## src/shared/tpwm_pkg.sv

```systemverilog
// constants for the timer pwm block: apb register map, field layout, prescaler taps
// assumes a 32-bit apb master and byte addresses that are word aligned
package tpwm_pkg;
  // ==========================================================
  // register map (byte addresses)
  localparam logic [7:0] MODE_ADDR = 8'h00;
  localparam logic [7:0] PERIOD_ADDR = 8'h04;
  localparam logic [7:0] DUTY_ADDR = 8'h08;
  localparam logic [7:0] STATUS_ADDR = 8'h0c;
  localparam logic [7:0] MASK_ADDR = 8'h10;
  localparam logic [7:0] COUNT_ADDR = 8'h14;
  // ==========================================================
  // mode register fields
  localparam int RUN_POS = 7;
  localparam int CKS_HI = 6;
  localparam int CKS_LO = 4;
  localparam int MODE_HI = 3;
  localparam int MODE_LO = 2;
  localparam int LEVEL_POS = 1;
  localparam int GATE_POS = 0;
  localparam logic [7:0] MODE_RST = 8'h00;
  localparam logic [7:0] PERIOD_RST = 8'h00;
  localparam logic [7:0] DUTY_RST = 8'h00;
  localparam logic [1:0] MODE_PWM = 2'h2;
  localparam logic [1:0] MODE_INTERVAL = 2'h0;
  // ==========================================================
  // status bits
  localparam int ST_PERIOD = 0;
  localparam int ST_DUTY = 1;
  localparam int ST_WIDTH = 2;
  // ==========================================================
  // clock select codes and divider exponents
  localparam logic [2:0] CKS_DIV1 = 3'h0;
  localparam logic [2:0] CKS_DIV4 = 3'h1;
  localparam logic [2:0] CKS_DIV16 = 3'h2;
  localparam logic [2:0] CKS_DIV64 = 3'h3;
  localparam logic [2:0] CKS_DIV4096 = 3'h4;
  localparam logic [2:0] CKS_LOSC = 3'h5;
  localparam int DIV_WIDTH = 12;
  localparam int LOSC_DIV_WIDTH = 7;
  // a buffered duty write needs this many count clocks to transfer
  localparam logic [1:0] DUTY_XFER_TICKS = 2'h3;
endpackage

```

## src/core/tpwm_prescaler.sv

```systemverilog
// count clock prescaler: one-cycle tick enables from the peripheral clock or low-speed osc
// assumes losc_tick_i is a one-cycle pulse per low-speed oscillator period, synchronous to core_clk_i
`timescale 1ns/100ps
module tpwm_prescaler
(
  // clock and reset
  input wire logic core_clk_i,
  input wire logic rst_i,
  // control
  input wire logic run_i,
  input wire logic [2:0] clk_sel_i,
  input wire logic losc_tick_i,
  // tick out
  output logic tick_o
);
  logic [tpwm_pkg::DIV_WIDTH-1:0] div_r;
  logic [tpwm_pkg::DIV_WIDTH-1:0] div_nxt;
  logic [tpwm_pkg::LOSC_DIV_WIDTH-1:0] ldiv_r;
  logic [tpwm_pkg::LOSC_DIV_WIDTH-1:0] ldiv_nxt;
  logic tick_nxt;
  logic tick_r;

  // ==========================================================
  // dividers, held at zero while stopped so every start is aligned
  always_comb
  begin
    div_nxt = run_i ? div_r + 1'b1 : '0;
    ldiv_nxt = ldiv_r;
    if (!run_i)
    begin
      ldiv_nxt = '0;
    end
    else if (losc_tick_i)
    begin
      ldiv_nxt = ldiv_r + 1'b1;
    end
    // RL15 count clock select
    case (clk_sel_i)
      tpwm_pkg::CKS_DIV1: tick_nxt = run_i;
      tpwm_pkg::CKS_DIV4: tick_nxt = run_i && (div_r[1:0] == 2'h3);
      tpwm_pkg::CKS_DIV16: tick_nxt = run_i && (div_r[3:0] == 4'hf);
      tpwm_pkg::CKS_DIV64: tick_nxt = run_i && (div_r[5:0] == 6'h3f);
      tpwm_pkg::CKS_DIV4096: tick_nxt = run_i && (div_r == 12'hfff);
      tpwm_pkg::CKS_LOSC: tick_nxt = run_i && losc_tick_i && (ldiv_r == 7'h7f);
      // prohibited codes never tick
      default: tick_nxt = 1'b0;
    endcase
  end

  always_ff @(posedge core_clk_i)
  begin
    if (rst_i)
    begin
      div_r <= '0;
      ldiv_r <= '0;
      tick_r <= 1'b0;
    end
    else
    begin
      div_r <= div_nxt;
      ldiv_r <= ldiv_nxt;
      tick_r <= tick_nxt;
    end
  end

  assign tick_o = tick_r && run_i;
endmodule

```

## src/core/tpwm_timer.sv

```systemverilog
// 8-bit timer with pwm output mode and interval mode, apb register slave
// assumes an apb master on core_clk_i; pin is push-pull, enable high while driving
// Notes on behaviour
// RL1 - software leaves the period compare alone while counting runs
// RL2 - after start the period compare is checked before the duty compare
// RL3 - period match clears counter, pulses irq, drives output active, selects duty
// RL4 - duty match drives output inactive, selects period, no clear, no irq
// RL5 - first count clock after start is masked; output idles until first period match
// RL6 - period is (N+1) count clocks, active width is (M+1) clocks
// RL7 - software keeps duty below period, both within 00h to ffh
// RL8 - duty writes go to a buffer, loaded at the old duty match
// RL9 - buffer transfer needs three count clocks after the write
// RL10 - duty writes are accepted at any time during counting
// RL11 - clearing run makes irq and output inactive at once
// RL12 - software rewrites duty on every restart
// RL13 - clearing run stops and zeroes the counter; setting run starts it
// RL14 - software changes no other mode bit while run is set
// RL15 - clock select picks div 1, 4, 16, 64, 4096 or low-speed osc div 128
// RL16 - mode 10 selects pwm, 00 interval; output reaches pin only when gated on
`timescale 1ns/100ps
module tpwm_timer
(
  // clock and reset
  input wire logic core_clk_i,
  input wire logic rst_i,
  // apb slave
  input wire logic psel_i,
  input wire logic penable_i,
  input wire logic pwrite_i,
  input wire logic [7:0] paddr_i,
  input wire logic [31:0] pwdata_i,
  output logic [31:0] prdata_o,
  output logic pready_o,
  output logic pslverr_o,
  // low-speed oscillator tick
  input wire logic losc_tick_i,
  // pin and interrupts
  output logic pwm_out_pin_o,
  output logic pwm_out_pin_oe_o,
  output logic period_match_irq_o,
  output logic irq_o
);
  typedef enum logic [1:0] {CMP_IDLE, CMP_PERIOD, CMP_DUTY} tpwm_cmp_type;

  logic [7:0] timer_mode_reg_r;
  logic [7:0] timer_mode_reg_nxt;
  logic [7:0] period_compare_r;
  logic [7:0] period_compare_nxt;
  logic [7:0] duty_compare_r;
  logic [7:0] duty_compare_nxt;
  logic [7:0] duty_buf_r;
  logic [7:0] duty_buf_nxt;
  logic duty_pend_r;
  logic duty_pend_nxt;
  logic [1:0] xfer_cnt_r;
  logic [1:0] xfer_cnt_nxt;
  logic [7:0] count_r;
  logic [7:0] count_nxt;
  tpwm_cmp_type cmp_r;
  tpwm_cmp_type cmp_nxt;
  logic masked_r;
  logic masked_nxt;
  logic out_r;
  logic out_nxt;
  logic irq_pulse_r;
  logic irq_pulse_nxt;
  logic [tpwm_pkg::ST_WIDTH-1:0] status_r;
  logic [tpwm_pkg::ST_WIDTH-1:0] status_nxt;
  logic [tpwm_pkg::ST_WIDTH-1:0] mask_r;
  logic [tpwm_pkg::ST_WIDTH-1:0] mask_nxt;
  logic [31:0] prdata_r;
  logic [31:0] prdata_nxt;
  logic pslverr_r;
  logic pslverr_nxt;

  logic run;
  logic pwm_mode;
  logic tick;
  logic wr;
  logic rd;
  logic setup;
  logic addr_ok;
  logic period_hit;
  logic duty_hit;
  logic [tpwm_pkg::ST_WIDTH-1:0] events;

  assign run = timer_mode_reg_r[tpwm_pkg::RUN_POS];
  assign pwm_mode = timer_mode_reg_r[tpwm_pkg::MODE_HI:tpwm_pkg::MODE_LO] == tpwm_pkg::MODE_PWM;
  // zero-wait slave: setup cycle computes answer, access cycle completes
  assign setup = psel_i && !penable_i;
  assign wr = psel_i && penable_i && pwrite_i;
  assign rd = psel_i && penable_i && !pwrite_i;
  assign addr_ok = paddr_i == tpwm_pkg::MODE_ADDR || paddr_i == tpwm_pkg::PERIOD_ADDR
    || paddr_i == tpwm_pkg::DUTY_ADDR || paddr_i == tpwm_pkg::STATUS_ADDR
    || paddr_i == tpwm_pkg::MASK_ADDR || paddr_i == tpwm_pkg::COUNT_ADDR;

  // ==========================================================
  // count clock
  tpwm_prescaler u_prescaler
  (
    .core_clk_i(core_clk_i),
    .rst_i(rst_i),
    .run_i(run),
    .clk_sel_i(timer_mode_reg_r[tpwm_pkg::CKS_HI:tpwm_pkg::CKS_LO]),
    .losc_tick_i(losc_tick_i),
    .tick_o(tick)
  );

  // ==========================================================
  // compare logic
  assign period_hit = tick && !masked_r && cmp_r != CMP_DUTY && count_r == period_compare_r;
  assign duty_hit = tick && !masked_r && pwm_mode && cmp_r == CMP_DUTY && count_r == duty_compare_r;

  always_comb
  begin
    count_nxt = count_r;
    cmp_nxt = cmp_r;
    masked_nxt = masked_r;
    out_nxt = out_r;
    irq_pulse_nxt = 1'b0;
    duty_compare_nxt = duty_compare_r;
    if (!run)
    begin
      // RL13 stop clears count
      count_nxt = '0;
      cmp_nxt = CMP_IDLE;
      masked_nxt = 1'b1;
      // RL11 stop forces inactive
      out_nxt = 1'b0;
    end
    else if (tick)
    begin
      if (masked_r)
      begin
        // RL5 first count clock swallowed
        masked_nxt = 1'b0;
        // RL2 period compared first
        cmp_nxt = CMP_PERIOD;
      end
      else if (period_hit)
      begin
        // RL3 period match actions
        count_nxt = '0;
        irq_pulse_nxt = 1'b1;
        // RL6 active for M+1 clocks from here
        out_nxt = pwm_mode ? 1'b1 : !out_r;
        cmp_nxt = pwm_mode ? CMP_DUTY : CMP_PERIOD;
      end
      else if (duty_hit)
      begin
        // RL4 duty match actions
        count_nxt = count_r + 1'b1;
        out_nxt = 1'b0;
        cmp_nxt = CMP_PERIOD;
      end
      else
      begin
        count_nxt = count_r + 1'b1;
      end
    end
    // RL8 load buffer at old duty match
    // RL9 only after three count clocks
    if (duty_hit && duty_pend_r && xfer_cnt_r == tpwm_pkg::DUTY_XFER_TICKS)
    begin
      duty_compare_nxt = duty_buf_r;
    end
    else if (!run && wr && paddr_i == tpwm_pkg::DUTY_ADDR)
    begin
      duty_compare_nxt = pwdata_i[7:0];
    end
  end

  // ==========================================================
  // duty buffer
  always_comb
  begin
    duty_buf_nxt = duty_buf_r;
    duty_pend_nxt = duty_pend_r;
    xfer_cnt_nxt = xfer_cnt_r;
    if (duty_hit && duty_pend_r && xfer_cnt_r == tpwm_pkg::DUTY_XFER_TICKS)
    begin
      duty_pend_nxt = 1'b0;
    end
    else if (tick && duty_pend_r && xfer_cnt_r != tpwm_pkg::DUTY_XFER_TICKS)
    begin
      xfer_cnt_nxt = xfer_cnt_r + 1'b1;
    end
    if (!run)
    begin
      duty_pend_nxt = 1'b0;
      xfer_cnt_nxt = '0;
    end
    // RL10 write accepted any time
    if (wr && paddr_i == tpwm_pkg::DUTY_ADDR)
    begin
      duty_buf_nxt = pwdata_i[7:0];
      duty_pend_nxt = run;
      xfer_cnt_nxt = '0;
    end
  end

  // ==========================================================
  // registers, status and bus answer
  assign events[tpwm_pkg::ST_PERIOD] = period_hit;
  assign events[tpwm_pkg::ST_DUTY] = duty_hit;

  always_comb
  begin
    timer_mode_reg_nxt = timer_mode_reg_r;
    period_compare_nxt = period_compare_r;
    mask_nxt = mask_r;
    status_nxt = status_r;
    prdata_nxt = prdata_r;
    pslverr_nxt = 1'b0;
    if (wr && paddr_i == tpwm_pkg::MODE_ADDR)
    begin
      timer_mode_reg_nxt = pwdata_i[7:0];
    end
    // period writes while running are dropped, not merged
    if (wr && paddr_i == tpwm_pkg::PERIOD_ADDR && !run)
    begin
      period_compare_nxt = pwdata_i[7:0];
    end
    if (wr && paddr_i == tpwm_pkg::MASK_ADDR)
    begin
      mask_nxt = pwdata_i[tpwm_pkg::ST_WIDTH-1:0];
    end
    // read clears, but a same-cycle event survives
    if (rd && paddr_i == tpwm_pkg::STATUS_ADDR)
    begin
      status_nxt = '0;
    end
    status_nxt = status_nxt | events;
    if (setup)
    begin
      pslverr_nxt = !addr_ok;
      case (paddr_i)
        tpwm_pkg::MODE_ADDR: prdata_nxt = {24'h000000, timer_mode_reg_r};
        tpwm_pkg::PERIOD_ADDR: prdata_nxt = {24'h000000, period_compare_r};
        tpwm_pkg::DUTY_ADDR: prdata_nxt = {24'h000000, duty_compare_r};
        tpwm_pkg::STATUS_ADDR: prdata_nxt = {30'h0, status_r | events};
        tpwm_pkg::MASK_ADDR: prdata_nxt = {30'h0, mask_r};
        tpwm_pkg::COUNT_ADDR: prdata_nxt = {24'h000000, count_r};
        default: prdata_nxt = 32'h00000000;
      endcase
    end
  end

  always_ff @(posedge core_clk_i)
  begin
    if (rst_i)
    begin
      timer_mode_reg_r <= tpwm_pkg::MODE_RST;
      period_compare_r <= tpwm_pkg::PERIOD_RST;
      duty_compare_r <= tpwm_pkg::DUTY_RST;
      duty_buf_r <= tpwm_pkg::DUTY_RST;
      duty_pend_r <= 1'b0;
      xfer_cnt_r <= '0;
      count_r <= '0;
      cmp_r <= CMP_IDLE;
      masked_r <= 1'b1;
      out_r <= 1'b0;
      irq_pulse_r <= 1'b0;
      status_r <= '0;
      mask_r <= '0;
      prdata_r <= 32'h00000000;
      pslverr_r <= 1'b0;
    end
    else
    begin
      timer_mode_reg_r <= timer_mode_reg_nxt;
      period_compare_r <= period_compare_nxt;
      duty_compare_r <= duty_compare_nxt;
      duty_buf_r <= duty_buf_nxt;
      duty_pend_r <= duty_pend_nxt;
      xfer_cnt_r <= xfer_cnt_nxt;
      count_r <= count_nxt;
      cmp_r <= cmp_nxt;
      masked_r <= masked_nxt;
      out_r <= out_nxt;
      irq_pulse_r <= irq_pulse_nxt;
      status_r <= status_nxt;
      mask_r <= mask_nxt;
      prdata_r <= prdata_nxt;
      pslverr_r <= pslverr_nxt;
    end
  end

  // ==========================================================
  // outputs
  assign prdata_o = prdata_r;
  assign pready_o = 1'b1;
  assign pslverr_o = pslverr_r && psel_i && penable_i;
  // RL16 gate and idle level
  // RL11 run gates pin: out_r only clears a cycle after the stop write
  assign pwm_out_pin_o = timer_mode_reg_r[tpwm_pkg::GATE_POS]
    && ((out_r && run) ^ timer_mode_reg_r[tpwm_pkg::LEVEL_POS]);
  assign pwm_out_pin_oe_o = timer_mode_reg_r[tpwm_pkg::GATE_POS];
  // RL11 irq pulse killed by stop
  assign period_match_irq_o = irq_pulse_r && run;
  assign irq_o = |(status_r & mask_r);
endmodule

```

## config.mk

```make
export PLATFORM = sky130hd
export DESIGN_NAME = tpwm_timer
export DESIGN_NICKNAME = d
export VERILOG_FILES = /design/src/shared/tpwm_pkg.sv /design/src/core/tpwm_prescaler.sv /design/src/core/tpwm_timer.sv
export SDC_FILE = /design/constraint.sdc
export NUM_CORES = 1
export LEC_CHECK = 0
export BUFFER_PORTS_ARGS = -buffer_cell sky130_fd_sc_hd__buf_2
export CAP_MARGIN = 20
export CORE_MARGIN = 4
export CORE_UTILIZATION = 59
export CTS_CLUSTER_SIZE = 25
export DETAILED_ROUTE_END_ITERATION = 7
export PLACE_DENSITY = 0.95
export SLEW_MARGIN = 10
export SYNTH_ARGS = -nofsm -noshare
export SYNTH_HDL_FRONTEND = slang
export SYNTH_SLANG_ARGS = --single-unit
```

## constraint.sdc

```tcl
create_clock -name core_clk_i -period 5.38 [get_ports core_clk_i]
set_input_delay 0.269 -clock core_clk_i [delete_from_list [all_inputs] [get_ports core_clk_i]]
set_output_delay 0.269 -clock core_clk_i [all_outputs]
set_load 0.05 [all_outputs]
```

==> flow_metrics.tcl <==
set metrics [dict create \
    initial_core_util 0.615 \
    cp_data_arrival_time_ns 2.45 \
    root_buffer "clkbuf_8" \
    whs_path_depth 3 \
    fin_crit_ns 2.25 \
    avgSynthCellArea_um2 8.85 \
    required_ns 5.58 \
    vdd_drop_max_mv 0.136 \
    synth_cell_types 46 \
    drv_cap 0 \
    outcome "finished clean" \
    clk_path_buf_depth 2 \
    nNetsFinal 519 \
    rsz0062_at_grt "no" \
    grt_pass1_wl_mm 14.4 \
    synth_warnings 0 \
    layout_common_cells "81 x dfxtp_1, 54 x nor2_1, 36 x nand2_1" \
    dpl_cell_area_mm2 0.00405 \
    drtIter0Drc 353 \
    slew_headroom 0.382 \
    period_share 0.419 \
    first_global_vias 3063 \
    post_drt_wl_per_cell_um 16.1 \
    worst_pin_slew_ns 0.920 \
    ant_nets 0 \
    die_area_mm2 0.00811 \
    post-route-util 0.651 \
    htree_levels 3 \
    whs_ns 0.200 \
    holdPathEnd "duty_buf_r[7]$_SDFFE_PP0P_" \
    std_cell_rows 29 \
    drv_slew 0 \
    fp.dieW_um 90.1 \
    synth_area_mm2 0.00398 \
    timing.critical_path.to_type "flip-flop" \
    grt_use_total 0.217 \
    num_io_pins 84 \
    dr.pass1.iters 5 \
    areaGrowthSynthToFinish_pct 5.76 \
    grt_start_max_net_pins 45 \
    cts_setup_buffers 0 \
    io_buffers 34 \
    power_density_mw_per_mm2 248 \
    clk_pin_slew_ns 0.08 \
    dp_hpwl_mm 6.45 \
    worstHoldStart "pwdata_i[7]" \
    max_freq_ghz 0.444 \
    synth-seq-cells 81 \
    synth_edf_count 0 \
    synth_top_flop_cell "dfxtp_1" \
    wl_mm 8.86 \
    holdBufCountCts 0 \
    drcViolationCount 0 \
    rr_worst_depth 5 \
    power_mw 1.04 \
    mostFrequentLayoutCell "dfxtp_1" \
    routabilityCongestion 0.939 \
    ff2ff_setup_slack_ns 3.13 \
    drive_above_1_share 0.125 \
    die_h_um 90.1 \
    ys_seq_area_frac 0.408 \
    setup_viol_count_final 0 \
    post-route-cell-area_mm2 0.00420 \
    skew_ns 0.00872 \
    vias 3303 \
    antenna_cells 0 \
    startpoint_type "flip-flop" \
    clock-sinks 81 \
    cts_tree "yes" \
    core_area_mm2 0.00646 \
    avgViaCountPerCell 6.02 \
    cts_buffers 9 \
    path_class "flip-flop to flip-flop" \
    worstReg2RegStart "timer_mode_reg_r[7]$_SDFFE_PP0P_" \
    postCtsResizedCells 0 \
    grt_antenna_before_repair 0 \
    clock_latency_ns 0.35 \
    setup_tns_ns 0 \
    r2r-end "duty_compare_r[4]$_SDFFE_PP0P_" \
    final_hold_viol_count 0 \
    netlist_instances 449 \
    grt_remaining_overflow 0 \
    p_leak_nw 1.69 \
    synthArstFlopShare 0 \
    crit_path_max_fanout 11 \
    hold_path_class "input port to flip-flop" \
]
-- metrics by stage --
step	worst slack (ns)	std cells
2_1_floorplan	3.65	472
3_3_place_gp	2.98	535
3_5_place_dp	2.90	535
4_1_cts	3.20	549
5_1_grt	3.04	549
6_report	3.13	549
-- worst max-delay path by stage --
| stage | start | end |
|---|---|---|
| CTS | timer_mode_reg_r[7]$_SDFFE_PP0P_ | cmp_r[0]$_SDFFE_PP0P_ |
| floorplan | count_r[4]$_SDFFE_PP0N_ | duty_compare_r[6]$_SDFFE_PP0P_ |
| global route | timer_mode_reg_r[7]$_SDFFE_PP0P_ | duty_compare_r[4]$_SDFFE_PP0P_ |
| global placement | paddr_i[5] | xfer_cnt_r[0]$_SDFFE_PP0P_ |
| detailed placement | paddr_i[5] | duty_buf_r[4]$_SDFFE_PP0P_ |
| finish | timer_mode_reg_r[7]$_SDFFE_PP0P_ | duty_compare_r[4]$_SDFFE_PP0P_ |
-- power by group --
group | switching (mW) | internal (mW)
combinational | 0.0621 | 0.0109
clock | 0.210 | 0.162
sequential | 0.000228 | 0.599
-- kinds of logic (layout without fill, tap and decap cells) --
| group | after synthesis | in the layout | synth area share |
|---|---|---|---|
| xor+xnor | 40 | 40 | 0.0881 |
| other cells | 2 | 25 | 0.00189 |
| flops | 81 | 81 | 0.408 |
| buf+inv | 51 | 51 | 0.0737 |
| fa+ha+maj | 4 | 4 | 0.0126 |
| mux | 32 | 32 | 0.0884 |
| compound gates | 66 | 66 | 0.110 |
| simple gates | 173 | 173 | 0.217 |
-- area by class of cell --
cell class	count	area [µm²]
fill	516	2250
multi-input combinational	340	2150
sequential	81	1620
timing repair buffer	34	170
clock buffer	9	124
tap	77	96.3
clock inverter	5	33.8
inverter	3	11.3
-- synth_stat cells, types with 2 or more instances --
library cell  number  area share
and2_1             6      0.0094
nand2_1           36       0.034
dfxtp_1           81        0.41
and3_1            11       0.017
nor4_1             3      0.0047
and4_1             2      0.0044
xnor2_1           20       0.044
ha_1               4       0.013
buf_2              6      0.0076
a22o_1             7       0.015
o22ai_1            3      0.0047
mux2_2             5       0.014
o21ai_0            8       0.010
a21oi_1           24       0.030
or3_1              3      0.0047
buf_4             25       0.047
nor3_1             5      0.0063
conb_1             2      0.0019
o31ai_1            2      0.0038
mux4_2             2       0.011
nand3b_1           3      0.0057
nand3_1           28       0.035
clkbuf_1          17       0.016
mux2i_1           25       0.063
a22oi_1           12       0.023
nand2b_1           3      0.0047
xor2_1            20       0.044
nor2_1            54       0.051
nand4_1            9       0.014
inv_1              3      0.0028
a221oi_1           4      0.0088
nor2b_1            2      0.0031
-- per-layer routing --
layer  track usage  vias up  part of all wire
met1         0.280     1566              0.42
met4        0.0906        0             0.021
met5             0        -                 0
met3        0.0534       16             0.083
met2         0.345      154              0.47
li1              -     1567                 -
-- critical path, cell delays in order, from the launching register on --
cell	delay (ns)
dfxtp_1	0.63
and3b_1	0.43
and4_1	0.33
nand4_1	0.39
nand3_1	0.22
a21oi_1	0.09
-- sequential cells by signal (all words and copies together) (netlist names) --
signal,flops
xfer_cnt_r,2
masked_r,1
out_r,1
duty_buf_r,8
u_prescaler.tick_r,1
duty_compare_r,8
mask_r,2
u_prescaler.div_r,12
period_compare_r,8
status_r,2
prdata_o,8
timer_mode_reg_r,8
count_r,8
u_prescaler.ldiv_r,7
cmp_r,2
pslverr_r,1
duty_pend_r,1
irq_pulse_r,1
Note: power is estimated with default switching activity, not from simulation.
